File: src/hw/eebk_pkg.sv
// Shared constants for the bank select and EEPROM write controller
package eebk_pkg;
  // ----------------------------------------
  // Data-space map
  // ----------------------------------------
  localparam logic [7:0] BANK_SELECT_ADDR = 8'he8;
  localparam logic [7:0] EE_CTRL_ADDR = 8'hea;
  localparam logic [1:0] BANK_REGION_TOP = 2'h0; // Addr[7:6] of 00h..3Fh
  localparam int PAGE_BYTES = 64;
  localparam int EE_PAGES = 2;
  localparam int ROW_BYTES = 8;

  // ----------------------------------------
  // Bank select values and bits
  // ----------------------------------------
  localparam logic [7:0] BANK_NONE = 8'h00;
  localparam logic [7:0] BANK_EE_PAGE0 = 8'h01;
  localparam logic [7:0] BANK_EE_PAGE1 = 8'h02;
  localparam logic [7:0] BANK_RAM_PAGE2 = 8'h10;

  // ----------------------------------------
  // EEPROM control register fields
  // ----------------------------------------
  localparam int EE_STANDBY_BIT = 6;
  localparam int ROW_WRITE_START_BIT = 3;
  localparam int ROW_MODE_ENABLE_BIT = 2;
  localparam int PROG_BUSY_BIT = 1;
  localparam int PROG_ENABLE_BIT = 0;
  localparam logic [7:0] EE_CTRL_RESET = 8'h00;
  localparam logic [7:0] UNDEF_READ = 8'hff; // Value for meaningless reads

  // ----------------------------------------
  // Programming duration
  // ----------------------------------------
  localparam int CLK_MHZ = 25;
  localparam int PROG_TIME_US = 5;
  localparam int PROG_CYCLES = PROG_TIME_US * CLK_MHZ;

  // ----------------------------------------
  // Controller APB map
  // ----------------------------------------
  localparam logic [7:0] APB_CMD = 8'h00;
  localparam logic [7:0] APB_STATUS = 8'h04;
  localparam logic [7:0] APB_STOP = 8'h08;
  localparam int CMD_WE_BIT = 16;
  localparam int STATUS_PEND_BIT = 8;
endpackage

File: src/hw/eebk_bus_if.sv
// Data-space bus between CPU side and bank/EEPROM block
`timescale 1ns/100ps
interface eebk_bus_if;
  logic req;
  logic we;
  logic [7:0] addr;
  logic [7:0] wdata;
  logic ack;
  logic [7:0] rdata;
  logic stop;

  modport cpu (output req, output we, output addr, output wdata,
    output stop, input ack, input rdata);
  modport dev (input req, input we, input addr, input wdata,
    input stop, output ack, output rdata);
endinterface

File: src/hw/eebk_device.sv
// Bank select register, paged RAM/EEPROM and EEPROM write control
// Function
// RQ1: Bank value picks RAM2, EE0, EE1.
// RQ2: 00h-3Fh maps to selected page.
// RQ3: Bank register write-only at E8h, bytes.
// RQ4: Bank register untouched by reset.
// RQ5: Software sets one bank bit only.
// RQ6: Standby bit disables EEPROM accesses.
// RQ7: No EEPROM bank: accesses meaningless.
// RQ8: Busy during cycle; accesses aborted.
// RQ9: Control writes ignored while busy.
// RQ10: Write cycle needs programming enable.
// RQ11: Idle EEPROM reads like plain RAM.
// RQ12: Byte mode and row mode writes.
// RQ13: Row is A7..A3, byte A2..A0; the row latch takes ee_index[6:3] (page bit, A5..A3).
// RQ14: Row mode enable clears latches.
// RQ15: Only written row bytes programmed.
// RQ16: Start needs enable and row mode.
// RQ17: Row cycle end clears mode, start.
// RQ18: Clearing row mode abandons row.
// RQ19: No reads/other rows in row mode.
// RQ20: No page change in row mode.
// RQ21: STOP disables the EEPROM.
// RQ22: Control resets 00h; bits 4,5 reserved.
// RQ23: Busy set on accept, cleared by counter.
`timescale 1ns/100ps
module eebk_device
  import eebk_pkg::*;
#(
  parameter int PROG_LEN = PROG_CYCLES
) (
  input wire logic pclk,
  input wire logic presetn,
  eebk_bus_if.dev bus,
  output logic prog_busy
);
  localparam int EE_BYTES = EE_PAGES * PAGE_BYTES;
  localparam int CW = $clog2(PROG_LEN + 1);

  typedef enum logic [1:0] {
    EEBK_IDLE,
    EEBK_BYTE,
    EEBK_ROW
  } eebk_state_t;

  logic [7:0] ram_page2 [PAGE_BYTES];
  logic [7:0] ee_cells [EE_BYTES];
  logic [7:0] bank_select_reg;
  logic ee_standby;
  logic row_write_start;
  logic row_mode_enable;
  logic prog_enable;
  eebk_state_t state;
  logic [CW-1:0] prog_cnt;
  logic [6:0] byte_addr;
  logic [7:0] byte_data;
  logic row_latched;
  logic [3:0] row_addr;
  logic [7:0] row_data [ROW_BYTES];
  logic [ROW_BYTES-1:0] row_written;
  logic ack;
  logic [7:0] rdata;

  logic in_region;
  logic ram_sel;
  logic ee_sel;
  logic [6:0] ee_index;
  logic ee_usable;
  logic wr_ctrl;
  logic wr_ee;
  logic start_ok;
  logic prog_done;

  // ----------------------------------------
  // Address decode
  // ----------------------------------------
  assign in_region = bus.addr[7:6] == BANK_REGION_TOP; // RQ2
  assign ram_sel = bank_select_reg == BANK_RAM_PAGE2; // RQ1
  assign ee_sel = bank_select_reg == BANK_EE_PAGE0 ||
    bank_select_reg == BANK_EE_PAGE1; // RQ1 RQ7
  assign ee_index = {bank_select_reg == BANK_EE_PAGE1, bus.addr[5:0]};
  // EEPROM reachable only when selected, awake, idle and not stopped
  assign ee_usable = ee_sel && !ee_standby && !bus.stop &&
    state == EEBK_IDLE; // RQ6 RQ8 RQ21
  assign wr_ctrl = bus.req && bus.we && bus.addr == EE_CTRL_ADDR &&
    state == EEBK_IDLE; // RQ9
  assign wr_ee = bus.req && bus.we && in_region && ee_usable;
  // Start accepted only with enable and row mode both set
  assign start_ok = bus.wdata[ROW_WRITE_START_BIT] &&
    bus.wdata[PROG_ENABLE_BIT] && bus.wdata[ROW_MODE_ENABLE_BIT] &&
    row_mode_enable; // RQ16
  assign prog_done = state != EEBK_IDLE &&
    prog_cnt == CW'(PROG_LEN - 1);

  // ----------------------------------------
  // Bank select register, no reset
  // ----------------------------------------
  always_ff @(posedge pclk) begin
    if (bus.req && bus.we && bus.addr == BANK_SELECT_ADDR) begin
      bank_select_reg <= bus.wdata; // RQ3 RQ4
    end
  end

  // ----------------------------------------
  // Control bits
  // ----------------------------------------
  always_ff @(posedge pclk or negedge presetn) begin
    if (!presetn) begin
      ee_standby <= EE_CTRL_RESET[EE_STANDBY_BIT]; // RQ22
      row_mode_enable <= EE_CTRL_RESET[ROW_MODE_ENABLE_BIT];
      row_write_start <= EE_CTRL_RESET[ROW_WRITE_START_BIT];
      prog_enable <= EE_CTRL_RESET[PROG_ENABLE_BIT];
    end else if (prog_done && state == EEBK_ROW) begin
      row_mode_enable <= 1'b0; // RQ17
      row_write_start <= 1'b0; // RQ17
    end else if (wr_ctrl) begin
      // Bits 4, 5 and 7 are not stored
      ee_standby <= bus.wdata[EE_STANDBY_BIT]; // RQ6
      row_mode_enable <= bus.wdata[ROW_MODE_ENABLE_BIT];
      prog_enable <= bus.wdata[PROG_ENABLE_BIT]; // RQ10
      row_write_start <= start_ok; // RQ16
    end
  end

  // ----------------------------------------
  // Programming sequencer and busy counter
  // ----------------------------------------
  always_ff @(posedge pclk or negedge presetn) begin
    if (!presetn) begin
      state <= EEBK_IDLE;
      prog_cnt <= '0;
      byte_addr <= '0;
      byte_data <= '0;
    end else begin
      case (state)
        EEBK_IDLE: begin
          prog_cnt <= '0;
          if (wr_ctrl && start_ok) begin
            state <= EEBK_ROW; // RQ12 RQ23
          end else if (wr_ee && prog_enable && !row_mode_enable) begin
            state <= EEBK_BYTE; // RQ10 RQ12 RQ23
            byte_addr <= ee_index;
            byte_data <= bus.wdata;
          end
        end
        EEBK_BYTE, EEBK_ROW: begin
          if (prog_done) begin
            state <= EEBK_IDLE; // RQ23
          end else begin
            prog_cnt <= prog_cnt + CW'(1);
          end
        end
        default: state <= EEBK_IDLE;
      endcase
    end
  end

  // ----------------------------------------
  // Row latches
  // ----------------------------------------
  always_ff @(posedge pclk or negedge presetn) begin
    if (!presetn) begin
      row_latched <= 1'b0;
      row_addr <= '0;
      row_written <= '0;
    end else if (!row_mode_enable || (wr_ctrl &&
        !bus.wdata[ROW_MODE_ENABLE_BIT])) begin
      row_latched <= 1'b0; // RQ18
      row_written <= '0; // RQ14
    end else if (wr_ee && (!row_latched ||
        row_addr == ee_index[6:3])) begin
      row_latched <= 1'b1; // RQ13
      row_addr <= ee_index[6:3]; // RQ13 RQ19
      row_written[ee_index[2:0]] <= 1'b1;
    end
  end

  // Row data, cleared whenever row mode is off
  for (genvar i = 0; i < ROW_BYTES; i++) begin : g_row
    always_ff @(posedge pclk or negedge presetn) begin
      if (!presetn) begin
        row_data[i] <= '0;
      end else if (!row_mode_enable) begin
        row_data[i] <= '0; // RQ14
      end else if (wr_ee && ee_index[2:0] == 3'(i) && (!row_latched ||
          row_addr == ee_index[6:3])) begin
        row_data[i] <= bus.wdata;
      end
    end
  end

  // ----------------------------------------
  // EEPROM cells, committed at cycle end
  // ----------------------------------------
  always_ff @(posedge pclk) begin
    if (prog_done && state == EEBK_BYTE) begin
      ee_cells[byte_addr] <= byte_data; // RQ12
    end
    if (prog_done && state == EEBK_ROW) begin
      for (int j = 0; j < ROW_BYTES; j++) begin
        if (row_written[j]) begin
          ee_cells[{row_addr, 3'(j)}] <= row_data[j]; // RQ15
        end
      end
    end
  end

  // ----------------------------------------
  // RAM page 2
  // ----------------------------------------
  always_ff @(posedge pclk) begin
    if (bus.req && bus.we && in_region && ram_sel) begin
      ram_page2[bus.addr[5:0]] <= bus.wdata; // RQ2
    end
  end

  // ----------------------------------------
  // Read data and acknowledge, one cycle after request
  // ----------------------------------------
  always_ff @(posedge pclk or negedge presetn) begin
    if (!presetn) begin
      ack <= 1'b0;
      rdata <= '0;
    end else begin
      ack <= bus.req;
      if (bus.req && !bus.we) begin
        if (bus.addr == EE_CTRL_ADDR) begin
          rdata <= 8'(state != EEBK_IDLE) << PROG_BUSY_BIT; // RQ8 RQ9
        end else if (in_region && ram_sel) begin
          rdata <= ram_page2[bus.addr[5:0]];
        end else if (in_region && ee_usable && !row_mode_enable) begin
          rdata <= ee_cells[ee_index]; // RQ11
        end else if (in_region) begin
          rdata <= UNDEF_READ; // RQ7
        end else begin
          rdata <= '0; // RQ3
        end
      end
    end
  end

  // ----------------------------------------
  // Outputs
  // ----------------------------------------
  always_ff @(posedge pclk or negedge presetn) begin
    if (!presetn) begin
      prog_busy <= 1'b0;
    end else begin
      prog_busy <= (state != EEBK_IDLE && !prog_done) ||
        (state == EEBK_IDLE && ((wr_ctrl && start_ok) ||
        (wr_ee && prog_enable && !row_mode_enable))); // RQ8
    end
  end

  assign bus.ack = ack;
  assign bus.rdata = rdata;
endmodule

File: src/flat_wrapper.sv
// flat-port wrapper written by rule: the top's interface ports become plain ports
module eebk_device_flat import eebk_pkg::*;
#(
  parameter int PROG_LEN = PROG_CYCLES
)
  (pclk, presetn, prog_busy, bus_req, bus_we, bus_addr, bus_wdata, bus_stop, bus_ack, bus_rdata);
  eebk_bus_if bus_i ();
  input wire logic pclk;
  input wire logic presetn;
  output logic prog_busy;
  input wire logic [$bits(bus_i.req)-1:0] bus_req;
  input wire logic [$bits(bus_i.we)-1:0] bus_we;
  input wire logic [$bits(bus_i.addr)-1:0] bus_addr;
  input wire logic [$bits(bus_i.wdata)-1:0] bus_wdata;
  input wire logic [$bits(bus_i.stop)-1:0] bus_stop;
  output wire logic [$bits(bus_i.ack)-1:0] bus_ack;
  output wire logic [$bits(bus_i.rdata)-1:0] bus_rdata;
  assign bus_i.req = bus_req;
  assign bus_i.we = bus_we;
  assign bus_i.addr = bus_addr;
  assign bus_i.wdata = bus_wdata;
  assign bus_i.stop = bus_stop;
  assign bus_ack = bus_i.ack;
  assign bus_rdata = bus_i.rdata;
  eebk_device #(.PROG_LEN(PROG_LEN)) u_core (.pclk(pclk), .presetn(presetn), .bus(bus_i), .prog_busy(prog_busy));
endmodule
File: config.mk
export PLATFORM = sky130hd
export DESIGN_NAME = eebk_device_flat
export DESIGN_NICKNAME = d
export VERILOG_FILES = /design/src/hw/eebk_pkg.sv /design/src/hw/eebk_bus_if.sv /design/src/hw/eebk_device.sv /design/src/flat_wrapper.sv
export SDC_FILE = /design/constraint.sdc
export NUM_CORES = 2
export LEC_CHECK = 0
export BUFFER_PORTS_ARGS = -buffer_cell sky130_fd_sc_hd__buf_2
export CAP_MARGIN = 10
export CELL_PAD_IN_SITES_DETAIL_PLACEMENT = 2
export CELL_PAD_IN_SITES_GLOBAL_PLACEMENT = 2
export CORE_MARGIN = 5
export CORE_UTILIZATION = 38
export DETAILED_ROUTE_END_ITERATION = 10
export MAX_ROUTING_LAYER = met4
export PLACE_DENSITY_LB_ADDON = 0.1
export SLEW_MARGIN = 30
export SYNTH_ARGS = -nofsm -noshare
export SYNTH_HDL_FRONTEND = slang
export SYNTH_SLANG_ARGS = --single-unit
File: constraint.sdc
create_clock -name pclk -period 4.1 [get_ports pclk]
set_input_delay 0.82 -clock pclk [delete_from_list [all_inputs] [get_ports pclk]]
set_output_delay 0.82 -clock pclk [all_outputs]
set_load 0.01 [all_outputs]
-- Word-level counts from Yosys, hierarchy flattened
Memory sizes are Yosys's and may differ from the RTL's.
Index checks and enable logic that the tools add are counted.
W data, S select, Z words.
- memories: 2
- input port bits: 21
- output and inout port bits: 10
- bits in writable memories: 1536
- flip-flop bits (word level): 122
- word-level logic and storage cells: 193
- memories (memory ; words ; bits a word ; read ports ; clocked after Yosys merged registers in ; write ports ; line ; source):
    u_core.ee_cells ; 128 ; 8 ; 1 ; 0 ; 8 ; eebk_device.sv:47 ; logic [7:0] ee_cells [EE_BYTES];
    u_core.ram_page2 ; 64 ; 8 ; 1 ; 0 ; 1 ; eebk_device.sv:46 ; logic [7:0] ram_page2 [PAGE_BYTES];
- $lt $le $gt $ge: 2
- multiplexer cells: 65
- bitwise logic cells: 4
- reductions and logical operators: 70
- add/subtract/negate cells: 1
- eq/ne operators: 27
- operator list (cell ; number):
    $mux W8 ; 23
    $logic_and A1 B1 Y1 ; 44
    $mux W1 ; 34
    $ne A2 B2 Y1 const B ; 9
    $eq A8 B8 Y1 const B ; 2
    $mux W7 ; 2
    $pmux W7 S2 ; 1
    $eq A3 B3 Y1 const B ; 4
    $eq A8 B1 Y1 const B ; 1
    $eq A8 B2 Y1 const B ; 1
    $eq A8 B5 Y1 const B ; 1
    $or A8 B8 Y8 ; 1
    $reduce_and A2 Y1 ; 4
    $reduce_bool A2 Y1 ; 4
    $reduce_or A8 Y1 ; 1
    $add A7 B1 Y7 const B ; 1
    $eq A7 B7 Y1 const B ; 1
    $logic_not A1 Y1 ; 7
    $eq A3 B2 Y1 const B ; 2
    $mux W2 ; 3
    $logic_or A1 B1 Y1 ; 5
    $eq A4 B4 Y1 ; 1
    $logic_not A2 Y1 ; 2
    $lt A3 B4 Y1 const B ; 1
    12 further kinds ; 14

-- Depth between registers and ports, before layout
- word-level depth: 11
- gate-level depth with buffers: 12
- depth with buffers taken out: 9

-- Worst setup path before layout
Ideal clock, no wire load.
- path type: input to register
- start point: input bus_addr[1]
- end point: memory u_core.ram_page2[23][0] (enable)
- setup time: 0.370 ns
- required time: 3.730 ns
- arrival time: 2.724 ns
- stages: 9
- setup slack: 1.006 ns
- buffers on the path: 5
- cell sequence: buf_4 > buf_2 > buf_2 > buf_2 > buf_2 > nand3_1 > nor2_1 > nand3_1 > nor2_1
- RTL lines (what ; line ; source):
    from (decl) ; flat_wrapper.sv:13 ; input wire logic [$bits(bus_i.addr)-1:0] bus_addr;
    to (decl) ; eebk_device.sv:46 ;
Straight into the memory's write port.

-- Worst setup path after layout
- start point: register u_core.state[1]
- end point: register u_core.rdata[1] (netlist: u_core.bus.rdata[1])
- word-level cells in the longest chain between the ends: 7
- elaborated cells between the ends (all ways): 8
- classes of those cells: 3 x mux; 5 x reduce/logical
- ends and longest elaborated chain (what ; line ; source):
    from (decl) ; eebk_device.sv:53 ; eebk_state_t state;
    from (signal assigned) ; eebk_device.sv:130 ; state <= EEBK_IDLE;
    from (signal assigned) ; eebk_device.sv:139 ; state <= EEBK_ROW;
    from (signal assigned) ; eebk_device.sv:141 ; state <= EEBK_BYTE;
    $logic_not A2 Y1 ; eebk_device.sv:84 ; state == EEBK_IDLE;
    $logic_and A1 B1 Y1 ; eebk_device.sv:83 ; assign ee_usable = ee_sel && !ee_standby && !bus.stop &&
    $logic_and A1 B1 Y1 (2 in a row) ; eebk_device.sv:231 ; end else if (in_region && ee_usable && !row_mode_enable) begin
    $mux W8 ; eebk_device.sv:231 ;
    $mux W8 ; eebk_device.sv:229 ; end else if (in_region && ram_sel) begin
    $mux W8 * ; eebk_device.sv:227 ; if (bus.addr == EE_CTRL_ADDR) begin
    to (signal assigned) ; eebk_device.sv:228 ; rdata <= 8'(state != EEBK_IDLE) << PROG_BUSY_BIT;
    to (signal assigned) ; eebk_device.sv:230 ; rdata <= ram_page2[bus.addr[5:0]];
    to (signal assigned) ; eebk_device.sv:232 ; rdata <= ee_cells[ee_index];
    to (decl) ; eebk_device.sv:62 ; logic [7:0] rdata;
Mark *: on every way between the ends. The rest lies on a longest branch, timed or not.
A chain may end at the register's enable or synchronous reset.

==> flow_summary.json <==
{
  "crit_type": "reg2reg",
  "synth_compound_area_share_pct": 3.50,
  "cts-root-buf": "clkbuf_16",
  "yosys-top-cells-area": "edfxtp_1 59%, mux2_2 15%, mux4_2 10%",
  "p_per_area_mw_per_mm2": 402,
  "avgRoutedWirePerCell_um": 44.1,
  "yosys_most_used_dff": "edfxtp_1",
  "synth.most_common_cell": "edfxtp_1",
  "holdBufCountCts": 1,
  "regMostFlops": "u_core.ee_cells",
  "synth_top_family_by_area": "multiplexers",
  "synth-xor-area-share_pct": 0.0667,
  "start_util_pct": 38.1,
  "rsz0062_at_grt": "no",
  "cts_resized": 0,
  "synth_edf_count": 1544,
  "synth_area_mm2": 0.0787,
  "cp_common_cell": "nor4b_1",
  "cts_sinks": 1658,
  "postPlaceCellArea_mm2": 0.0845,
  "path_cells": "inv_1 > ha_1 > nor4b_1 > nor4b_1 > nand3b_1 > buf_4 > nor2_1 > o2111ai_1 > o41ai_1 > o31ai_1",
  "finalWirelength_um": 342000,
  "ys_warn_count": 0,
  "grt_overflow": 0,
  "die_w_um": 465,
  "dr_total_vias": 49444,
  "synth_area_leader_cell": "edfxtp_1",
  "dp_hpwl_um": 221000,
  "drc": 0,
  "async_flop_share_pct": 6.88,
  "setup_violations": 0,
  "drv_slew": 0,
  "synth.top_cell.area_share_pct": 58.9,
  "synth-simple-area-share_pct": 4.02,
  "fin_nets": 4933,
  "clock_latency_ns": 0.85,
  "hold_viol": 0,
  "holdCritStartpoint": "bus_req",
  "drive_above_1_share_pct": 47.6,
  "utilization_pct": 43.8,
  "peakVddDrop_uv": 440,
  "stdcell_area_mm2": 0.0904,
  "cts_tree": "yes",
  "grt_pass1_wl_um": 462000,
  "outcome": "finished, final reports clean",
  "die_height_um": 465,
  "io_pins": 31,
  "muxShareOfSynthArea_pct": 27.1,
  "grt_antenna_before_repair": 39,
  "r2r_end": "u_core.bus.rdata[1]",
  "rrSetupSlack_ns": 0.27,
  "whs_path_depth": 1,
  "rows": 167,
  "crit_path_top_delay_cell": "nor4b_1",
  "worst_pin_slew_ns": 1.12,
  "min_period_over_period_pct": 93.5,
  "worstHoldPathType": "in2reg",
  "yosysUniqueCellTypes": 83,
  "synth_fa_ha_area_share_pct": 0.0795,
  "power_mw": 36.4,
  "dieArea_mm2": 0.216,
  "max_stage_delay_ns": 0.53,
  "drt-initial-drc-count": 6172,
  "dr.pass1.iters": 7,
  "grt_pass1_vias": 51141,
  "start_kind": "register",
  "crit_arrival_ns": 4.53,
  "gp_congestion": 0.947,
  "hold_end": "u_core.bus.ack",
  "synth-seq-cells": 1658,
  "largest_reg_flops": 1024,
  "p_leak_nw": 33.4,
  "reg2regPathDepth": 10,
  "fin_skew_ns": 0.0399,
  "synth.top_cells.by_count": "1,544 x edfxtp_1, 1,046 x mux2_2, 361 x mux4_2",
  "synthCells": 4620,
  "critPathRequiredTime_ns": 4.80,
  "syn-num-nets": 4646,
  "vias_per_cell": 6.37,
  "clk_pin_slew_ns": 0.06,
  "grt_usage_pct": 32.1,
  "cts_buffers": 188,
  "core-area_mm2": 0.207,
  "synth.avg_cell_area_um2": 17.0,
  "io_buffers": 30,
  "crit_fanout": 12,
  "ys_seq_area_share_pct": 62.5,
  "cts_setup_buffers": 0,
  "cap_violations": 0,
  "h-tree-depth": 4,
  "grt_max_degree": 77,
  "ant_nets": 0,
  "endpoint_kind": "register",
  "area_growth_syn_to_layout_pct": 14.9,
  "fmax_mhz": 261,
  "max-slew-margin-rel_pct": 25.4,
  "r2r-start": "u_core.state[1]",
  "period_needed_ns": 3.83,
  "clock_path_buffers": 3
}
==> worst max-delay path by stage <==
stage          slack, ns                       to            start
6_report            0.27      u_core.bus.rdata[1]  u_core.state[1]
5_1_grt             0.16      u_core.bus.rdata[1]  u_core.state[1]
4_1_cts             0.34      u_core.bus.rdata[1]  u_core.state[0]
3_5_place_dp       -0.25      u_core.bus.rdata[0]      bus_addr[0]
3_3_place_gp       -0.62      u_core.bus.rdata[2]      bus_addr[0]
2_1_floorplan       1.01  u_core.ram_page2[23][0]      bus_addr[1]
==> metal layers <==
| metal | global-route usage, % | vias up | share of wire (%) |
|---|---|---|---|
| met4 | 15.2 | 0 | 6.0 |
| met2 | 51.3 | 2325 | 48 |
| met5 | - | - | 0 |
| met1 | 40.1 | 27242 | 39 |
| li1 | - | 19240 | - |
| met3 | 5.35 | 637 | 7.0 |
==> cell families (layout without fill, tap and decap cells) <==
| logic type | Yosys count | in the layout |
|---|---|---|
| XOR/XNOR | 6 | 6 |
| AO/OA/AOI/OAI | 407 | 407 |
| multiplexers | 1535 | 1535 |
| flip-flops | 1658 | 1658 |
| buffers and inverters | 419 | 850 |
| adder cells (fa/ha/maj) | 5 | 5 |
| other | 0 | 8 |
| AND/OR/NAND/NOR | 590 | 590 |
==> cells in the final DEF, fill, tap and decap left out, types with 12 or more instances in the layout <==
cell       instances
nor4_1            14
nor3_1            15
a21oi_1           49
nand3_1           51
dfrtp_2           47
nor2_2           136
clkbuf_1          39
bufinv_16         13
nor2_1           104
nor2b_1           89
o22ai_1          142
clkinv_1          34
nand2_1           91
clkbuf_16        189
dfrtp_1           57
mux2_2          1046
mux4_2           361
buf_12            41
mux2i_1          118
o21ai_0           33
clkinv_2          36
nand4_1           13
edfxtp_1        1544
nand2_2           12
buf_2             24
buf_4            432
a22oi_1           77
==> cell type report <==
cell class / count / area, um2
Tap cell: 2704 / 3380
Fill cell: 19193 / 116000
Multi-Input combinational cell: 2543 / 27500
Clock buffer: 234 / 4960
Timing Repair Buffer: 505 / 4330
Sequential cell: 1658 / 49300
Inverter: 11 / 45.0
Clock inverter: 100 / 925
Antenna cell: 8 / 20.0
==> report_power, final <==
group	switching (mW)	leakage, nW	internal (mW)	total (mW)
Combinational	0.874	12.4	0.454	1.33
Sequential	0.0362	18.1	18.3	18.4
Clock	7.32	2.88	9.38	16.7
Total	8.23	33.4	28.1	36.4
==> per-stage QoR <==
step                TNS (ns)  std cells  worst slack, ns  hold WS, ns
global placement      -0.794       7413           -0.622        0.491
floorplan                  0       4620             1.01        0.480
global route               0       7761            0.157        0.146
detailed placement    -0.246       7418           -0.246        0.500
CTS                        0       7753            0.343        0.126
finish                     0       7763            0.265        0.187
==> critical path: cells and delay by family, from the launching register on <==
family	cells	cell delay [ns]
DFF	1	0.38
AOI/OAI and AO/OA	3	0.86
and+or+nand+nor	4	1.49
buffers and inverters	2	0.46
adders and majority gates	1	0.48
(Power assumes the default switching activity.)
